File: src/rtl/ebpm_consts.svh
// constants for the external bus and port mapping block
`ifndef EBPM_CONSTS_SVH
`define EBPM_CONSTS_SVH

// register indices, byte address is four times the index
`define EBPM_IDX_UP_DATA   6'h00
`define EBPM_IDX_LO_DATA   6'h01
`define EBPM_IDX_UP_DIR    6'h02
`define EBPM_IDX_LO_DIR    6'h03
`define EBPM_IDX_CP_DATA   6'h08
`define EBPM_IDX_CP_DIR    6'h09
`define EBPM_IDX_CP_ASG    6'h0A
`define EBPM_IDX_MAP_CTL   6'h13
`define EBPM_IDX_BUS_REGS  6'h10
`define EBPM_IDX_PORT_LAST 6'h03

// map control fields
`define EBPM_MAP_FLASH_EN  0
`define EBPM_MAP_FLASH_HI  1
`define EBPM_MAP_PE_EMUL   2

// control port assignment fields
`define EBPM_ASG_NO_BUSEN  7
`define EBPM_ASG_PIPE_OE   5
`define EBPM_ASG_NO_BUSCK  4
`define EBPM_ASG_STRB_EN   3
`define EBPM_ASG_RW_EN     2

// reset values
`define EBPM_RST_DIR       8'h00
`define EBPM_RST_DATA      8'h00
`define EBPM_RST_ASG_NX    8'h00
`define EBPM_RST_ASG_SPC   8'h2C
`define EBPM_RST_ASG_NSC   8'h90
`define EBPM_RST_MAP_EXP   8'h00
`define EBPM_RST_MAP_SC    8'h03
`define EBPM_CP_OUT_MASK   8'hFC

`endif

File: src/rtl/ebpm_pkg.sv
// types for the external bus and port mapping block
package ebpm_pkg;

	typedef enum logic [2:0]
	{
		EBPM_NORM_SINGLE,
		EBPM_SPEC_SINGLE,
		EBPM_NORM_NARROW,
		EBPM_NORM_WIDE,
		EBPM_SPEC_NARROW,
		EBPM_SPEC_WIDE,
		EBPM_PERIPHERAL
	} ebpm_mode_type;

	typedef enum logic [1:0]
	{
		EBPM_IDLE,
		EBPM_ADDR,
		EBPM_DATA,
		EBPM_DATA2
	} ebpm_state_type;

	typedef struct packed
	{
		logic        low_byte_strobe;
		logic        a0;
		logic        read_write;
		logic [15:0] data;
	} ebpm_access_type;

endpackage : ebpm_pkg

File: src/rtl/ebpm_bus_port.sv
// port A/B/E bus expansion, flash placement and access type decode
// Notes on behaviour
// - flash at lower or upper half by bit
// - map bit resets zero expanded, one single-chip
// - map bit ignored while flash disabled
// - flash enable resets zero expanded, one single-chip
// - flash enable adds or removes flash
// - ram, registers not sent external, eeprom, debug rom beat flash
// - strobe marks size of every cycle
// - byte access strobe and a0 by parity
// - even word drives strobe zero, a0 zero
// - strobe and a0 both high only ram
// - misaligned word swaps data halves
// - peripheral mode drops first sixteen registers
// - expanded modes send port A/B registers external
// - emulation bit sends port E registers external
// - port A address high with data high in wide, every data byte in narrow
// - port B address low, data in wide
// - direction bit chooses input or output
// - assignment register picks port E functions
// - alternate function overrides port E direction
`include "ebpm_consts.svh"

module ebpm_bus_port #(
	parameter int AVS_ADDR_W = 8
) (
	input  wire logic                    clk,
	input  wire logic                    rst,
	input  wire logic                    clk_en,
	input  wire ebpm_pkg::ebpm_mode_type op_mode,
	input  wire logic [AVS_ADDR_W-1:0]   avs_address,
	input  wire logic                    avs_read,
	input  wire logic                    avs_write,
	input  wire logic [31:0]             avs_writedata,
	input  wire logic [3:0]              avs_byteenable,
	output logic      [31:0]             avs_readdata,
	output logic                         avs_waitrequest,
	input  wire logic                    cpu_req,
	input  wire logic                    cpu_write,
	input  wire logic                    cpu_word,
	input  wire logic [15:0]             cpu_addr,
	input  wire logic [15:0]             cpu_wdata,
	output logic      [15:0]             cpu_rdata,
	output logic                         cpu_ack,
	output logic                         cpu_err,
	input  wire logic                    ram_hit,
	input  wire logic                    reg_hit,
	input  wire logic                    eeprom_hit,
	input  wire logic                    debug_rom_hit,
	output logic                         flash_sel,
	output logic                         ext_sel,
	output ebpm_pkg::ebpm_access_type    access,
	input  wire logic [1:0]              queue_state,
	input  wire logic [7:0]              upper_port_in,
	output logic      [7:0]              upper_port_out,
	output logic      [7:0]              upper_port_oe,
	input  wire logic [7:0]              lower_port_in,
	output logic      [7:0]              lower_port_out,
	output logic      [7:0]              lower_port_oe,
	input  wire logic [7:0]              control_port_in,
	output logic      [7:0]              control_port_out,
	output logic      [7:0]              control_port_oe
);

	// ------------------------------------------------------------
	// mode decode
	// ------------------------------------------------------------
	wire single   = (op_mode == ebpm_pkg::EBPM_NORM_SINGLE) ||
	                (op_mode == ebpm_pkg::EBPM_SPEC_SINGLE);
	wire periph   = (op_mode == ebpm_pkg::EBPM_PERIPHERAL);
	wire expanded = !single && !periph;
	wire narrow   = (op_mode == ebpm_pkg::EBPM_NORM_NARROW) ||
	                (op_mode == ebpm_pkg::EBPM_SPEC_NARROW);
	wire special  = (op_mode == ebpm_pkg::EBPM_SPEC_SINGLE) ||
	                (op_mode == ebpm_pkg::EBPM_SPEC_NARROW) ||
	                (op_mode == ebpm_pkg::EBPM_SPEC_WIDE);

	// ------------------------------------------------------------
	// registers
	// ------------------------------------------------------------
	logic [7:0] up_data_r;
	logic [7:0] lo_data_r;
	logic [7:0] up_dir_r;
	logic [7:0] lo_dir_r;
	logic [7:0] cp_data_r;
	logic [7:0] cp_dir_r;
	logic [7:0] cp_asg_r;
	logic [7:0] map_ctl_r;
	logic       init_done_r;
	logic       av_ack_r;
	logic [7:0] av_rdata_r;

	wire flash_array_enable     = map_ctl_r[`EBPM_MAP_FLASH_EN];
	wire flash_high_half_select = map_ctl_r[`EBPM_MAP_FLASH_HI];
	wire port_e_emulation       = map_ctl_r[`EBPM_MAP_PE_EMUL];

	// ------------------------------------------------------------
	// avalon decode
	// ------------------------------------------------------------
	wire [5:0] av_idx     = avs_address[7:2];
	wire       av_req     = avs_read || avs_write;
	wire       per_drop   = periph && (av_idx < `EBPM_IDX_BUS_REGS);
	wire       ab_hidden  = !single;
	wire       e_hidden   = periph || (expanded && port_e_emulation);
	wire       hit_up_dat = (av_idx == `EBPM_IDX_UP_DATA) && !ab_hidden && !per_drop;
	wire       hit_lo_dat = (av_idx == `EBPM_IDX_LO_DATA) && !ab_hidden && !per_drop;
	wire       hit_up_dir = (av_idx == `EBPM_IDX_UP_DIR) && !ab_hidden && !per_drop;
	wire       hit_lo_dir = (av_idx == `EBPM_IDX_LO_DIR) && !ab_hidden && !per_drop;
	wire       hit_cp_dat = (av_idx == `EBPM_IDX_CP_DATA) && !e_hidden && !per_drop;
	wire       hit_cp_dir = (av_idx == `EBPM_IDX_CP_DIR) && !e_hidden && !per_drop;
	wire       hit_cp_asg = (av_idx == `EBPM_IDX_CP_ASG) && !per_drop;
	wire       hit_map    = (av_idx == `EBPM_IDX_MAP_CTL);
	wire       av_wr_en   = avs_write && av_ack_r && avs_byteenable[0] && clk_en;
	wire [7:0] av_wbyte   = avs_writedata[7:0];

	// port reads show the pin for inputs and the latch for outputs
	wire [7:0] up_rd = (upper_port_in & ~up_dir_r) | (up_data_r & up_dir_r);
	wire [7:0] lo_rd = (lower_port_in & ~lo_dir_r) | (lo_data_r & lo_dir_r);
	wire [7:0] cp_rd = (control_port_in & ~cp_dir_r) | (cp_data_r & cp_dir_r);
	wire [7:0] av_sel =
		hit_up_dat ? up_rd :
		hit_lo_dat ? lo_rd :
		hit_up_dir ? up_dir_r :
		hit_lo_dir ? lo_dir_r :
		hit_cp_dat ? cp_rd :
		hit_cp_dir ? (cp_dir_r & `EBPM_CP_OUT_MASK) :
		hit_cp_asg ? cp_asg_r :
		hit_map    ? map_ctl_r :
		8'h00;

	assign avs_waitrequest = av_req && !av_ack_r;
	assign avs_readdata    = {24'h00_0000, av_rdata_r};

	always_ff @(posedge clk or posedge rst)
	begin
		if (rst)
		begin
			av_ack_r   <= 1'b0;
			av_rdata_r <= 8'h00;
		end
		else if (clk_en)
		begin
			av_ack_r   <= av_req && !av_ack_r && init_done_r;
			av_rdata_r <= av_sel;
		end
	end

	// mode dependent defaults are caught at the first enabled edge after reset
	wire [7:0] asg_dflt =
		(op_mode == ebpm_pkg::EBPM_NORM_NARROW) ? `EBPM_RST_ASG_NX :
		(op_mode == ebpm_pkg::EBPM_NORM_WIDE)   ? `EBPM_RST_ASG_NX :
		special                                 ? `EBPM_RST_ASG_SPC :
		`EBPM_RST_ASG_NSC;
	wire [7:0] map_dflt = single ? `EBPM_RST_MAP_SC : `EBPM_RST_MAP_EXP;

	always_ff @(posedge clk or posedge rst)
	begin
		if (rst)
		begin
			init_done_r <= 1'b0;
			cp_asg_r    <= `EBPM_RST_ASG_NX;
			map_ctl_r   <= `EBPM_RST_MAP_EXP;
		end
		else if (clk_en)
		begin
			init_done_r <= 1'b1;
			if (!init_done_r)
			begin
				cp_asg_r  <= asg_dflt;
				map_ctl_r <= map_dflt;
			end
			else
			begin
				if (av_wr_en && hit_cp_asg)
					cp_asg_r <= av_wbyte;
				if (av_wr_en && hit_map)
					map_ctl_r <= av_wbyte & 8'h07;
			end
		end
	end

	always_ff @(posedge clk or posedge rst)
	begin
		if (rst)
		begin
			up_data_r <= `EBPM_RST_DATA;
			lo_data_r <= `EBPM_RST_DATA;
			up_dir_r  <= `EBPM_RST_DIR;
			lo_dir_r  <= `EBPM_RST_DIR;
			cp_data_r <= `EBPM_RST_DATA;
			cp_dir_r  <= `EBPM_RST_DIR;
		end
		else if (clk_en && av_wr_en)
		begin
			if (hit_up_dat) up_data_r <= av_wbyte;
			if (hit_lo_dat) lo_data_r <= av_wbyte;
			if (hit_up_dir) up_dir_r  <= av_wbyte;
			if (hit_lo_dir) lo_dir_r  <= av_wbyte;
			if (hit_cp_dat) cp_data_r <= av_wbyte;
			if (hit_cp_dir) cp_dir_r  <= av_wbyte & `EBPM_CP_OUT_MASK;
		end
	end

	// ------------------------------------------------------------
	// internal bus decode
	// ------------------------------------------------------------
	wire [8:0] reg_off   = cpu_addr[8:0];
	wire       off_hi0   = (reg_off[8:6] == 3'h0);
	wire       off_port  = off_hi0 && (reg_off[5:0] <= `EBPM_IDX_PORT_LAST);
	wire       off_cp    = off_hi0 && ((reg_off[5:0] == `EBPM_IDX_CP_DATA) ||
	                                   (reg_off[5:0] == `EBPM_IDX_CP_DIR));
	wire       off_bus   = off_hi0 && (reg_off[5:0] < `EBPM_IDX_BUS_REGS);
	wire       reg_to_ext = reg_hit && ((expanded && off_port) ||
	                        (expanded && port_e_emulation && off_cp) ||
	                        (periph && off_bus));
	wire       reg_eff   = reg_hit && !reg_to_ext;
	wire       higher    = debug_rom_hit || reg_eff || ram_hit || eeprom_hit;
	wire       half_ok   = (cpu_addr[15] == flash_high_half_select);
	assign flash_sel = cpu_req && flash_array_enable && half_ok
	                   && !higher;
	assign ext_sel   = cpu_req && expanded && !higher && !flash_sel;

	// ------------------------------------------------------------
	// access type, strobe and a0
	// ------------------------------------------------------------
	wire       misalign = cpu_word && cpu_addr[0];
	wire       acc_strb = cpu_word ? cpu_addr[0] : !cpu_addr[0];
	wire [15:0] acc_dat = misalign ? {cpu_wdata[7:0], cpu_wdata[15:8]} : cpu_wdata;
	ebpm_pkg::ebpm_access_type access_r;
	assign access = access_r;

	always_ff @(posedge clk or posedge rst)
	begin
		if (rst)
			access_r <= '{1'b1, 1'b0, 1'b1, 16'h0000};
		else if (clk_en && cpu_req && (!misalign || ram_hit))
			access_r <= '{acc_strb, cpu_addr[0], !cpu_write, acc_dat};
	end

	// ------------------------------------------------------------
	// external cycle sequencer
	// ------------------------------------------------------------
	ebpm_pkg::ebpm_state_type state_r;
	logic [15:0] addr_r;
	logic [15:0] wdata_r;
	logic        wr_r;
	logic        word_r;
	logic [15:0] rdata_r;
	logic        ack_r;
	logic        err_r;

	wire idle   = (state_r == ebpm_pkg::EBPM_IDLE);
	wire start  = ext_sel && idle && !ack_r && !misalign;
	wire reject = ext_sel && idle && !ack_r && misalign && !ram_hit;
	wire dphase = (state_r == ebpm_pkg::EBPM_DATA) || (state_r == ebpm_pkg::EBPM_DATA2);
	wire last   = (state_r == ebpm_pkg::EBPM_DATA2) ||
	              ((state_r == ebpm_pkg::EBPM_DATA) && !(narrow && word_r));
	wire [15:0] rd_sample =
		!narrow                             ? {upper_port_in, lower_port_in} :
		(state_r == ebpm_pkg::EBPM_DATA2)   ? {rdata_r[15:8], upper_port_in} :
		word_r                              ? {upper_port_in, 8'h00} :
		{upper_port_in, upper_port_in};

	assign cpu_ack   = ack_r;
	assign cpu_err   = err_r;
	assign cpu_rdata = rdata_r;

	always_ff @(posedge clk or posedge rst)
	begin
		if (rst)
			state_r <= ebpm_pkg::EBPM_IDLE;
		else if (clk_en)
		begin
			case (state_r)
				ebpm_pkg::EBPM_IDLE:  if (start) state_r <= ebpm_pkg::EBPM_ADDR;
				ebpm_pkg::EBPM_ADDR:  state_r <= ebpm_pkg::EBPM_DATA;
				ebpm_pkg::EBPM_DATA:  state_r <= last ? ebpm_pkg::EBPM_IDLE : ebpm_pkg::EBPM_DATA2;
				ebpm_pkg::EBPM_DATA2: state_r <= ebpm_pkg::EBPM_IDLE;
				default:              state_r <= ebpm_pkg::EBPM_IDLE;
			endcase
		end
	end

	always_ff @(posedge clk or posedge rst)
	begin
		if (rst)
		begin
			addr_r  <= 16'h0000;
			wdata_r <= 16'h0000;
			wr_r    <= 1'b0;
			word_r  <= 1'b0;
			rdata_r <= 16'h0000;
			ack_r   <= 1'b0;
			err_r   <= 1'b0;
		end
		else if (clk_en)
		begin
			ack_r <= (dphase && last) || reject;
			err_r <= reject;
			if (start)
			begin
				addr_r  <= cpu_addr;
				wdata_r <= cpu_wdata;
				wr_r    <= cpu_write;
				word_r  <= cpu_word;
			end
			if (dphase && !wr_r)
				rdata_r <= rd_sample;
		end
	end

	// ------------------------------------------------------------
	// port A and B pins
	// ------------------------------------------------------------
	wire       drv_data  = dphase && wr_r;
	wire [7:0] nar_byte  = (state_r == ebpm_pkg::EBPM_DATA2) ? wdata_r[7:0] :
	                       (word_r || !addr_r[0]) ? wdata_r[15:8] : wdata_r[7:0];
	wire [7:0] up_bus    = !dphase ? addr_r[15:8] : narrow ? nar_byte : wdata_r[15:8];
	wire [7:0] lo_addr   = (state_r == ebpm_pkg::EBPM_DATA2) ? {addr_r[7:1], 1'b1} : addr_r[7:0];
	wire [7:0] lo_bus    = (dphase && !narrow) ? wdata_r[7:0] : lo_addr;
	wire       up_bus_oe = expanded && (!dphase || drv_data);
	wire       lo_bus_oe = expanded && (narrow || !dphase || drv_data);

	assign upper_port_out = single ? up_data_r : up_bus;
	assign upper_port_oe  = single ? up_dir_r : {8{up_bus_oe}};
	assign lower_port_out = single ? lo_data_r : lo_bus;
	assign lower_port_oe  = single ? lo_dir_r : {8{lo_bus_oe}};

	// ------------------------------------------------------------
	// port E pins
	// ------------------------------------------------------------
	wire       strb_ok = !single && (op_mode != ebpm_pkg::EBPM_NORM_NARROW);
	wire [7:0] cp_alt = {
		!cp_asg_r[`EBPM_ASG_NO_BUSEN] && !single,
		{2{cp_asg_r[`EBPM_ASG_PIPE_OE] && !single}},
		expanded || !cp_asg_r[`EBPM_ASG_NO_BUSCK],
		cp_asg_r[`EBPM_ASG_STRB_EN] && strb_ok,
		cp_asg_r[`EBPM_ASG_RW_EN] && !single,
		2'b00
	};
	wire [7:0] cp_alt_val = {!dphase, queue_state, dphase, access_r.low_byte_strobe,
	                         access_r.read_write, 2'b00};
	wire [7:0] cp_gp_oe   = cp_dir_r & `EBPM_CP_OUT_MASK;

	genvar gi;
	generate
		for (gi = 0; gi < 8; gi++)
		begin : g_cp_pin
			assign control_port_out[gi] = cp_alt[gi] ? cp_alt_val[gi] : cp_data_r[gi];
			assign control_port_oe[gi]  = cp_alt[gi] ? 1'b1 : cp_gp_oe[gi];
		end
	endgenerate
endmodule : ebpm_bus_port

File: config.mk
export PLATFORM = sky130hd
export DESIGN_NAME = ebpm_bus_port
export DESIGN_NICKNAME = d
export VERILOG_FILES = /design/src/rtl/ebpm_pkg.sv /design/src/rtl/ebpm_bus_port.sv
export VERILOG_INCLUDE_DIRS = /design/src /design/src/rtl
export SDC_FILE = /design/constraint.sdc
export NUM_CORES = 1
export LEC_CHECK = 0
export BUFFER_PORTS_ARGS = -buffer_cell sky130_fd_sc_hd__clkbuf_2
export CAP_MARGIN = 20
export CORE_MARGIN = 2
export CORE_UTILIZATION = 58
export CTS_BUF_LIST = sky130_fd_sc_hd__clkbuf_2 sky130_fd_sc_hd__clkbuf_4 sky130_fd_sc_hd__clkbuf_8
export CTS_CLUSTER_SIZE = 8
export DETAILED_ROUTE_END_ITERATION = 12
export MAX_ROUTING_LAYER = met4
export PLACE_DENSITY = 0.93
export SLEW_MARGIN = 20
export SYNTH_ARGS = -nofsm -noshare
export SYNTH_HDL_FRONTEND = slang
export SYNTH_SLANG_ARGS = --single-unit
export TNS_END_PERCENT = 5
File: constraint.sdc
create_clock -name clk -period 9 [get_ports clk]
set_input_delay 1.35 -clock clk [delete_from_list [all_inputs] [get_ports clk]]
set_output_delay 1.35 -clock clk [all_outputs]
set_load 0.05 [all_outputs]
==> out/results.ini, run 1 <==
[outcome]
status = finished with violations
failed_checks = DRC

[clocking]
h-tree-depth = 4
cts_resized = 0
postCtsSetupBuffers = 0
insertion_delay_ns = 0.45
clock_path_buffers = 2
clk_pin_slew_ns = 0.08
cts_root_buf = clkbuf_8
numCtsBuffers = 17
cts_sinks = 140
ctsHoldBuffers = 0
cts_tree = built

[critical_path]
crit_fanout = 13
slowest_delay_ns = 0.51
crit_arrival_ns = 3.70
path_cells = clkbuf_2 -> xnor2_1 -> or2_1 -> nand2_1 -> mux2i_1 -> o21ai_0 -> clkbuf_2
worstSetupEndpointType = output port
criticalPathCategory = in -> out
required_ns = 7.65
critPathBufInv = 2
critPathTopFamily = simple AND/OR/NAND/NOR gates
slowest_stage = or2_1
start_kind = input port
crit_top_cell = clkbuf_2

[synthesis]
synthTopCellsByArea = dfrtp_1, mux2_2, mux2i_1
ys.flop_type = dfrtp_1
synthArstFlopShare_pct = 100
ys_types = 69
synth-warning-count = 0
yosysSeqAreaShare_pct = 45.3
syn_area_per_cell_um2 = 10.7
yosys.area.top_type_share_pct = 44.6
yosysTopAreaCell = dfrtp_1
ys_ff_latch = 140
synth-edff-count = 0
synthCells = 724
syn_area_um2 = 7740

[route]
vias_per_cell = 6.14
routedWlPerCell_um = 20.4
routed_wl_um = 21800
drt_iter0_drc = 697
drc = 1
antenna_left = 0
vias = 6574
dr.pass1.iters = 11

[power_and_ir_drop]
p_int_w = 0.00119
p_sw_share_pct = 42.4
leakage_nw = 4.48
ir_drop_uv = 121
power.share.clock_pct = 24.1
p_sw_w = 0.000873
pwr-share-comb_pct = 37.4
seq_power_share_pct = 38.5
p_per_area_nw_per_um2 = 229

[layout]
final_core_util_pct = 68.4
fin_cells = 1070
final_common_cell = clkbuf_2
n_antenna_cell = 0
layout_common_cells = clkbuf_2, dfrtp_1, mux2_2
fin_nets = 1001
drive_above_1_share_pct = 37.6
n_fill_cell = 1001
syn2layout_area_growth_pct = 16.2

[timing]
skew_ns = 0.0126
worstMarginPinSlew_ns = 1.09
final_max_slew_viol_count = 0
hold_viol_final = 0
slew_headroom_pct = 27.0
finalCritPeriodShare_pct = 56.1
fmax_mhz = 198
fin_crit_ns = 5.05
tns_ns = 0
rsz0062_at_grt = false
setup_viol = 0

[global_route]
first_global_vias = 6267
gr-total-overflow = 0
grt_max_degree = 82
antenna_found_initial = 0
track_usage_pct = 31.9
grt_pass1_wl_um = 34000

[place]
gp_congestion = 0.947
dp_hpwl_um = 16100
port_buffers = 181
dp.cells = 1039

[floorplanning]
die_area_um2 = 14300
io_pins = 237
core_um2 = 13100
placementRows = 42
die_w_um = 120
start_util_pct = 58.9
die_h_um = 120

[job]
maxCapViolCount = 0

[hold_path]
hp-class = reg -> reg

[power by group through the flow]
stage                     registers, W  logic (W)  clock network [W]
final                         0.000794   0.000771           0.000496
after global routing          0.000803   0.000812           0.000527
after CTS                     0.000792   0.000769           0.000500
after detailed placement      0.000803   0.000767                  0
after global placement        0.000797   0.000755                  0
after floorplan               0.000946   0.000440                  0
[through the flow]
step | worst slack (ns) | area [um2] | hold WS, ns | total power (W)
5_1_grt | 3.86 | 8990 | 0.512 | 0.00214
6_report | 3.95 | 8990 | 0.482 | 0.00206
4_1_cts | 3.99 | 8960 | 0.486 | 0.00206
3_3_place_gp | 4.04 | 8580 | 0.463 | 0.00155
2_1_floorplan | 3.90 | 7830 | 0.450 | 0.00139
3_5_place_dp | 3.99 | 8580 | 0.469 | 0.00157
[registers in the layout (all words and copies together) (netlist names)]
register / flops
init_done_r: 1
cp_asg_r: 8
up_data_r: 8
av_ack_r: 1
state_r: 2
addr_r: 16
map_ctl_r: 3
wdata_r: 16
cpu_rdata: 16
cpu_ack: 1
lo_dir_r: 8
word_r: 1
up_dir_r: 8
cp_dir_r: 6
cpu_err: 1
lo_data_r: 8
cp_data_r: 8
access: 19
wr_r: 1
av_rdata_r: 8
[area by class of cell]
type | count | area [um2] | share of cell area [%]
timing repair buffer | 185 | 956 | 10.6
sequential | 140 | 3510 | 39.0
multi-input combinational | 527 | 3880 | 43.2
clock inverter | 8 | 93.8 | 1.04
tap | 176 | 220 | 2.45
clock buffer | 22 | 284 | 3.16
inverter | 12 | 50.0 | 0.557
[logic make-up after synthesis]
| logic type | share of synthesized area, % |
|---|---|
| compound gates | 15.2 |
| simple gates | 11.5 |
| mux | 21.6 |
| flops | 45.3 |
| buf+inv | 5.89 |
| xor+xnor | 0.226 |
| fa+ha+maj | 0.162 |
| other cells | 0.0485 |
[metal layers]
layer | share of wire, % | global-route usage [%] | up-vias | routed length, um
met3 | 9.8 | 8.37 | 74 | 2150
met2 | 46 | 48.5 | 410 | 10100
met5 | 0 | - | - | 0
met4 | 4.1 | 13.3 | 0 | 894
li1 | - | - | 2891 | -
met1 | 40 | 40.9 | 3199 | 8720
[synthesized netlist by cell type (7+ instances only)]
master    instances
a21oi_1          27
o22ai_1           7
inv_1            12
mux2_4           25
dfrtp_1         138
buf_4            28
nor2_1           28
a22oi_1          10
o21ai_0          71
mux2_2           74
nor3b_1           9
clkbuf_1         30
nor3_1            8
nand2b_1         14
mux2i_1          46
a21o_1           17
nand2_1          71
[final timing paths]
check	end	cells past startpoint	start	slack [ns]
max in group asynchronous	cp_asg_r[4]$_DFFE_PP0P_	3	rst	6.71
worst min register to register	cpu_rdata[4]$_DFFE_PP0P_	2	cpu_rdata[4]$_DFFE_PP0P_	0.48
worst max register to register	cpu_rdata[12]$_DFFE_PP0P_	4	state_r[1]$_DFFE_PP0P_	6.39
worst max-delay path	lower_port_out[7]	7	op_mode[2]	3.95
min in group asynchronous	access[8]$_DFFE_PP0P_	2	rst	1.01
worst min-delay path	cpu_rdata[4]$_DFFE_PP0P_	2	cpu_rdata[4]$_DFFE_PP0P_	0.48
[worst reg2reg max path, stage by stage (launching register included)]
cell and delay, ns:
dfrtp_1 0.91, nor2b_1 0.46, nand2_1 0.39, a31o_2 0.45, mux2_2 0.29
No activity file was read; power rests on OpenSTA's default activity.
==> inputs of run 2 (changes only) <==
--- a/config.mk
+++ b/config.mk
@@ -9,12 +9,12 @@
 export BUFFER_PORTS_ARGS = -buffer_cell sky130_fd_sc_hd__clkbuf_2
 export CAP_MARGIN = 20
 export CORE_MARGIN = 2
-export CORE_UTILIZATION = 58
+export CORE_UTILIZATION = 48
 export CTS_BUF_LIST = sky130_fd_sc_hd__clkbuf_2 sky130_fd_sc_hd__clkbuf_4 sky130_fd_sc_hd__clkbuf_8
 export CTS_CLUSTER_SIZE = 8
 export DETAILED_ROUTE_END_ITERATION = 12
 export MAX_ROUTING_LAYER = met4
-export PLACE_DENSITY = 0.93
+export PLACE_DENSITY = 0.82
 export SLEW_MARGIN = 20
 export SYNTH_ARGS = -nofsm -noshare
 export SYNTH_HDL_FRONTEND = slang
==> constraint.sdc (replaced) <==
create_clock -name clk -period 4.1 [get_ports clk]
set_input_delay 0.615 -clock clk [delete_from_list [all_inputs] [get_ports clk]]
set_output_delay 0.615 -clock clk [all_outputs]
set_load 0.05 [all_outputs]
==> out/results.ini, run 2 (synthesis gave the netlist of run 1 again) <==
[outcome]
status = completed  ; was finished with violations

[clocking]
insertion_delay_ns = 0.46  ; was 0.45 ns
clock_path_buffers = 2  ; unchanged
ctsHoldBuffers = 0  ; unchanged
h-tree-depth = 4  ; unchanged
cts_tree = built  ; unchanged
cts_sinks = 140  ; unchanged
clk_pin_slew_ns = 0.08  ; about the same
cts_resized = 0  ; unchanged
postCtsSetupBuffers = 0  ; unchanged
numCtsBuffers = 17  ; unchanged
cts_root_buf = clkbuf_8  ; unchanged

[layout]
final_common_cell = clkbuf_2  ; unchanged
drive_above_1_share_pct = 38.2  ; was 37.6%
largest_reg_flops = 19  ; unchanged
final_area_um2 = 9200  ; was 8990 um2
n_antenna_cell = 0  ; unchanged
syn2layout_area_growth_pct = 18.8  ; was 16.2%
layout_common_cells = clkbuf_2, dfrtp_1, mux2_2  ; unchanged
n_fill_cell = 1343  ; was 1001
fin_nets = 1010  ; was 1001

[route]
drc = 0  ; was 1
drt_iter0_drc = 510  ; was 697
dr.pass1.iters = 5  ; was 11
routed_wl_um = 22400  ; was 21800 um
vias_per_cell = 5.79  ; was 6.14
routedWlPerCell_um = 20.0  ; was 20.4 um
antenna_left = 0  ; unchanged
vias = 6489  ; was 6574

[critical_path]
required_ns = 3.48  ; was 7.65 ns
path_cells = clkbuf_2 -> xnor2_1 -> or2_1 -> buf_4 -> nor3_4 -> mux2i_1 -> o21ai_0 -> clkbuf_2  ; was clkbuf_2 -> xnor2_1 -> or2_1 -> nand2_1 -> mux2i_1 -> o21ai_0 -> clkbuf_2
crit_top_cell = clkbuf_2  ; unchanged
critPathBufInv = 3  ; was 2
criticalPathCategory = in -> out  ; unchanged
crit_arrival_ns = 2.72  ; was 3.70 ns
slowest_stage = nor3_4  ; was or2_1
r2r_slack_ns = 1.46  ; was 6.39 ns
start_kind = input port  ; unchanged
worstSetupEndpointType = output port  ; unchanged
slowest_delay_ns = 0.53  ; was 0.51 ns
critPathTopFamily = simple AND/OR/NAND/NOR gates  ; unchanged
crit_fanout = 12  ; was 13

[job]
maxCapViolCount = 0  ; unchanged

[timing]
hold_viol_final = 0  ; unchanged
tns_ns = 0  ; unchanged
final_max_slew_viol_count = 0  ; unchanged
worstMarginPinSlew_ns = 0.794  ; was 1.09 ns
rsz0062_at_grt = false  ; unchanged
setup_viol = 0  ; unchanged
fin_crit_ns = 3.33
fmax_mhz = 300
slew_headroom_pct = 46.7  ; was 27.0%
finalCritPeriodShare_pct = 81.2
skew_ns = 0.0140  ; was 0.0126 ns

[global_route]
grt_pass1_wl_um = 33300  ; was 34000 um
grt_max_degree = 57  ; was 82
first_global_vias = 5979  ; was 6267
gr-total-overflow = 0  ; unchanged
track_usage_pct = 26.9  ; was 31.9%
antenna_found_initial = 0  ; unchanged

[power_and_ir_drop]
leakage_nw = 4.54  ; was 4.48 nW
p_per_area_nw_per_um2 = 511  ; was 229 nW/um2
ir_drop_uv = 319  ; was 121 uV

[hold_path]
hp-class = in -> async  ; was reg -> reg

[place]
port_buffers = 181  ; unchanged
place_area_um2 = 8760  ; was 8580 um2
dp_hpwl_um = 17000  ; was 16100 um
gp_congestion = 0.911  ; was 0.947

[floorplanning]
start_util_pct = 48.9  ; was 58.9%
placementRows = 46  ; was 42
die_area_um2 = 17200  ; was 14300 um2
io_pins = 237  ; unchanged
core_um2 = 15800  ; was 13100 um2
die_w_um = 131  ; was 120 um
die_h_um = 131  ; was 120 um

## run 2: cell count changes in the layout (fill, tap and decap cells not counted), moves of 2 or more
cell | before | now
clkbuf_8 | 19 | 17
clkinvlp_4 | 0 | 5
bufinv_16 | 2 | 4
buf_4 | 3 | 10
clkinv_2 | 5 | 1
## run 2: worst paths after layout
check | start | to | cells after the start
worst max-delay path | op_mode[2] | upper_port_out[1] | 8
min in group clk | cpu_write | access[16]$_DFFE_PP1P_ | 2
worst max register to register | state_r[1]$_DFFE_PP0P_ | wdata_r[3]$_DFFE_PP0P_ | 7
worst min-delay path | rst | access[1]$_DFFE_PP0P_ | 2
worst min register to register | cpu_rdata[1]$_DFFE_PP0P_ | cpu_rdata[1]$_DFFE_PP0P_ | 2
max in group asynchronous | rst | access[16]$_DFFE_PP1P_ | 4
## run 2: through the flow
step	power, W	utilization, %	instances	setup slack (ns)	hold WS [ns]
floorplan	0.00304	-	749	0.599	0.450
global placement	0.00344	55.0	1087	0.852	0.463
detailed placement	0.00347	55.3	1089	0.834	0.470
CTS	0.00470	58.1	1121	0.809	0.263
global route	0.00488	58.1	1121	0.692	0.305
finish	0.00470	58.1	1121	0.770	0.252
## run 2: area by class of cell
cell class	count	area, um2	share of cell area, %
multi-input combinational	527	3870	42.1
sequential	140	3510	38.1
timing repair buffer	194	1060	11.5
tap	216	270	2.94
clock buffer	19	249	2.71
clock inverter	13	190	2.07
inverter	12	48.8	0.531
## run 2: per-layer routing
layer | wire [um] | vias up | part of all wire (%) | track usage [%]
li1 | - | 2914 | - | -
met5 | 0 | - | 0 | -
met3 | 2020 | 58 | 9.0 | 7.08
met4 | 752 | 0 | 3.3 | 11.0
met2 | 10300 | 382 | 46 | 41.0
met1 | 9340 | 3135 | 42 | 34.4
## run 2: power by group
part / internal, W / leakage [nW] / switching [W]
combinational: 0.000463 / 2.47 / 0.00127
clock: 0.000680 / 0.210 / 0.000564
sequential: 0.00157 / 1.86 / 0.000143
total: 0.00272 / 4.54 / 0.00198
==> inputs of run 3 (changes only) <==
--- a/config.mk
+++ b/config.mk
@@ -9,12 +9,12 @@
 export BUFFER_PORTS_ARGS = -buffer_cell sky130_fd_sc_hd__clkbuf_2
 export CAP_MARGIN = 20
 export CORE_MARGIN = 2
-export CORE_UTILIZATION = 48
+export CORE_UTILIZATION = 54
 export CTS_BUF_LIST = sky130_fd_sc_hd__clkbuf_2 sky130_fd_sc_hd__clkbuf_4 sky130_fd_sc_hd__clkbuf_8
 export CTS_CLUSTER_SIZE = 8
 export DETAILED_ROUTE_END_ITERATION = 12
 export MAX_ROUTING_LAYER = met4
-export PLACE_DENSITY = 0.82
+export PLACE_DENSITY = 0.87
 export SLEW_MARGIN = 20
 export SYNTH_ARGS = -nofsm -noshare
 export SYNTH_HDL_FRONTEND = slang
==> constraint.sdc (replaced) <==
create_clock -name clk -period 3.2 [get_ports clk]
set_input_delay 0.48 -clock clk [delete_from_list [all_inputs] [get_ports clk]]
set_output_delay 0.48 -clock clk [all_outputs]
set_load 0.05 [all_outputs]
==> out/results.ini, run 3 (synthesis gave the netlist of run 1 again) <==
[critical_path]
path_cells = clkbuf_2 -> xnor2_1 -> or2_1 -> nand2_1 -> mux2i_1 -> o21ai_0 -> clkbuf_2  ; was clkbuf_2 -> xnor2_1 -> or2_1 -> buf_4 -> nor3_4 -> mux2i_1 -> o21ai_0 -> clkbuf_2
crit_arrival_ns = 2.50  ; was 2.72 ns
criticalPathCategory = in -> out  ; unchanged
r2r_slack_ns = 0.88  ; was 1.46 ns
critPathTopFamily = simple AND/OR/NAND/NOR gates  ; unchanged
slowest_delay_ns = 0.50  ; was 0.53 ns
worstSetupEndpointType = output port  ; unchanged
required_ns = 2.72  ; was 3.48 ns
r2r-end = addr_r[0]$_DFFE_PP0P_  ; was wdata_r[3]$_DFFE_PP0P_
cp_num_cells = 7  ; was 8
crit_fanout = 10  ; was 12
critPathBufInv = 2  ; was 3
crit_top_cell = clkbuf_2  ; unchanged
crit_end = lower_port_out[7]  ; was upper_port_out[1]
start_kind = input port  ; unchanged
r2r_start = state_r[1]$_DFFE_PP0P_  ; unchanged
cp-startpoint = op_mode[1]  ; was op_mode[2]
slowest_stage = mux2i_1  ; was nor3_4
rr_worst_depth = 6  ; was 7

[layout]
n_antenna_cell = 0  ; unchanged
final_core_util_pct = 65.2  ; was 58.1%
syn2layout_area_growth_pct = 17.4  ; was 18.8%
drive_above_1_share_pct = 38.8  ; was 38.2%
layout_common_cells = clkbuf_2, dfrtp_1, mux2_2  ; unchanged
fin_nets = 1018  ; was 1010
final_common_cell = clkbuf_2  ; unchanged
largest_reg_flops = 19  ; unchanged
fin_cells = 1093  ; was 1121

[power_and_ir_drop]
seq_power_share_pct = 38.5  ; was 36.6%
p_sw_w = 0.00247  ; was 0.00198 W
leakage_nw = 4.54  ; about the same
p_int_w = 0.00324  ; was 0.00272 W
pwr-share-comb_pct = 39.1  ; was 36.9%
p_sw_share_pct = 43.2  ; was 42.1%
ir_drop_uv = 424  ; was 319 uV
power.share.clock_pct = 22.5  ; was 26.5%
p_per_area_nw_per_um2 = 629  ; was 511 nW/um2

[clocking]
insertion_delay_ns = 0.45  ; was 0.46 ns
clk_pin_slew_ns = 0.08  ; about the same
numCtsBuffers = 17  ; unchanged
cts_resized = 0  ; unchanged
cts_sinks = 140  ; unchanged
ctsHoldBuffers = 0  ; unchanged
postCtsSetupBuffers = 0  ; unchanged
h-tree-depth = 4  ; unchanged
cts_tree = built  ; unchanged
clock_path_buffers = 2  ; unchanged
cts_root_buf = clkbuf_8  ; unchanged

[timing]
slew_headroom_pct = 55.6  ; was 46.7%
fin_crit_ns = 2.98
setup_viol = 0  ; unchanged
hold_viol_final = 0  ; unchanged
whs_ns = 0.0893  ; was 0.252 ns
fin_ws_ns = 0.221  ; was 0.770 ns
tns_ns = 0  ; unchanged
skew_ns = 0.0115  ; was 0.0140 ns
worstMarginPinSlew_ns = 0.665  ; was 0.794 ns
rsz0062_at_grt = false  ; unchanged
finalCritPeriodShare_pct = 93.1
final_max_slew_viol_count = 0  ; unchanged
fmax_mhz = 336

[route]
dr.pass1.iters = 6  ; was 5
drt_iter0_drc = 535  ; was 510
routedWlPerCell_um = 20.1  ; was 20.0 um
drc = 0  ; unchanged
vias_per_cell = 5.93  ; was 5.79
routed_wl_um = 22000  ; was 22400 um
antenna_left = 0  ; unchanged
vias = 6483  ; was 6489

[place]
port_buffers = 181  ; unchanged
gp_congestion = 0.951  ; was 0.911
post-place-ws_ns = 0.283  ; was 0.834 ns
dp.cells = 1061  ; was 1089
dp_hpwl_um = 16700  ; was 17000 um

[floorplanning]
die_h_um = 124  ; was 131 um
placementRows = 43  ; was 46
core_um2 = 13900  ; was 15800 um2
die_w_um = 124  ; was 131 um
start_util_pct = 55.5  ; was 48.9%
io_pins = 237  ; unchanged
die_area_um2 = 15300  ; was 17200 um2

[job]
maxCapViolCount = 0  ; unchanged

[global_route]
grt_max_degree = 66  ; was 57
grt_pass1_wl_um = 33600  ; was 33300 um
antenna_found_initial = 0  ; unchanged
gr-total-overflow = 0  ; unchanged
track_usage_pct = 30.5  ; was 26.9%
first_global_vias = 6190  ; was 5979

[hold_path]
hp-class = in -> async  ; unchanged

[outcome]
status = completed  ; unchanged

==> run 3: cell count changes in the layout (fill, tap and decap cells not counted), sizes merged <==
cell      delta
inv          -2
bufinv       -4
clkinvlp     -2
buf          +8
clkbuf       +5
clkinv       +3
==> run 3: cell type report <==
class | count | area, um2
fill | 1125 | 4850
multi-input combinational | 527 | 3870
sequential | 140 | 3510
timing repair buffer | 202 | 1080
clock buffer | 24 | 305
tap | 180 | 225
inverter | 12 | 48.8
clock inverter | 8 | 45.0
==> run 3: power groups by stage <==
stage	clock (W)	combinational (W)	sequential [W]
after floorplan	0	0.00124	0.00266
after global placement	0	0.00219	0.00221
after detailed placement	0	0.00222	0.00222
after CTS	0.00130	0.00223	0.00219
after global routing	0.00139	0.00235	0.00223
final	0.00128	0.00223	0.00220
==> run 3: metal layers <==
layer / share of wire (%) / GRT usage [%] / vias to the layer above
met5: 0 / - / -
met4: 3.5 / 12.3 / 0
met3: 9.7 / 6.78 / 55
met2: 46 / 46.3 / 394
met1: 41 / 39.9 / 3102
li1: - / - / 2932
==> run 3: metrics by stage <==
stage,area (um2),total power (W)
6_report,9080,0.00571
5_1_grt,9080,0.00598
4_1_cts,9080,0.00572
3_5_place_dp,8730,0.00444
3_3_place_gp,8730,0.00440
2_1_floorplan,7840,0.00390
==> run 3: worst min-delay path by stage <==
stage | to | startpoint | slack [ns] | depth (start not counted)
6_report | wdata_r[7]$_DFFE_PP0P_ | rst | 0.09 | 2
3_3_place_gp | access[17]$_DFFE_PP0P_ | access[17]$_DFFE_PP0P_ | 0.46 | 2
5_1_grt | wdata_r[15]$_DFFE_PP0P_ | rst | 0.11 | 2
4_1_cts | wdata_r[15]$_DFFE_PP0P_ | rst | 0.09 | 2
2_1_floorplan | cp_asg_r[0]$_DFFE_PP0P_ | cp_asg_r[0]$_DFFE_PP0P_ | 0.45 | 2
3_5_place_dp | access[17]$_DFFE_PP0P_ | access[17]$_DFFE_PP0P_ | 0.47 | 2
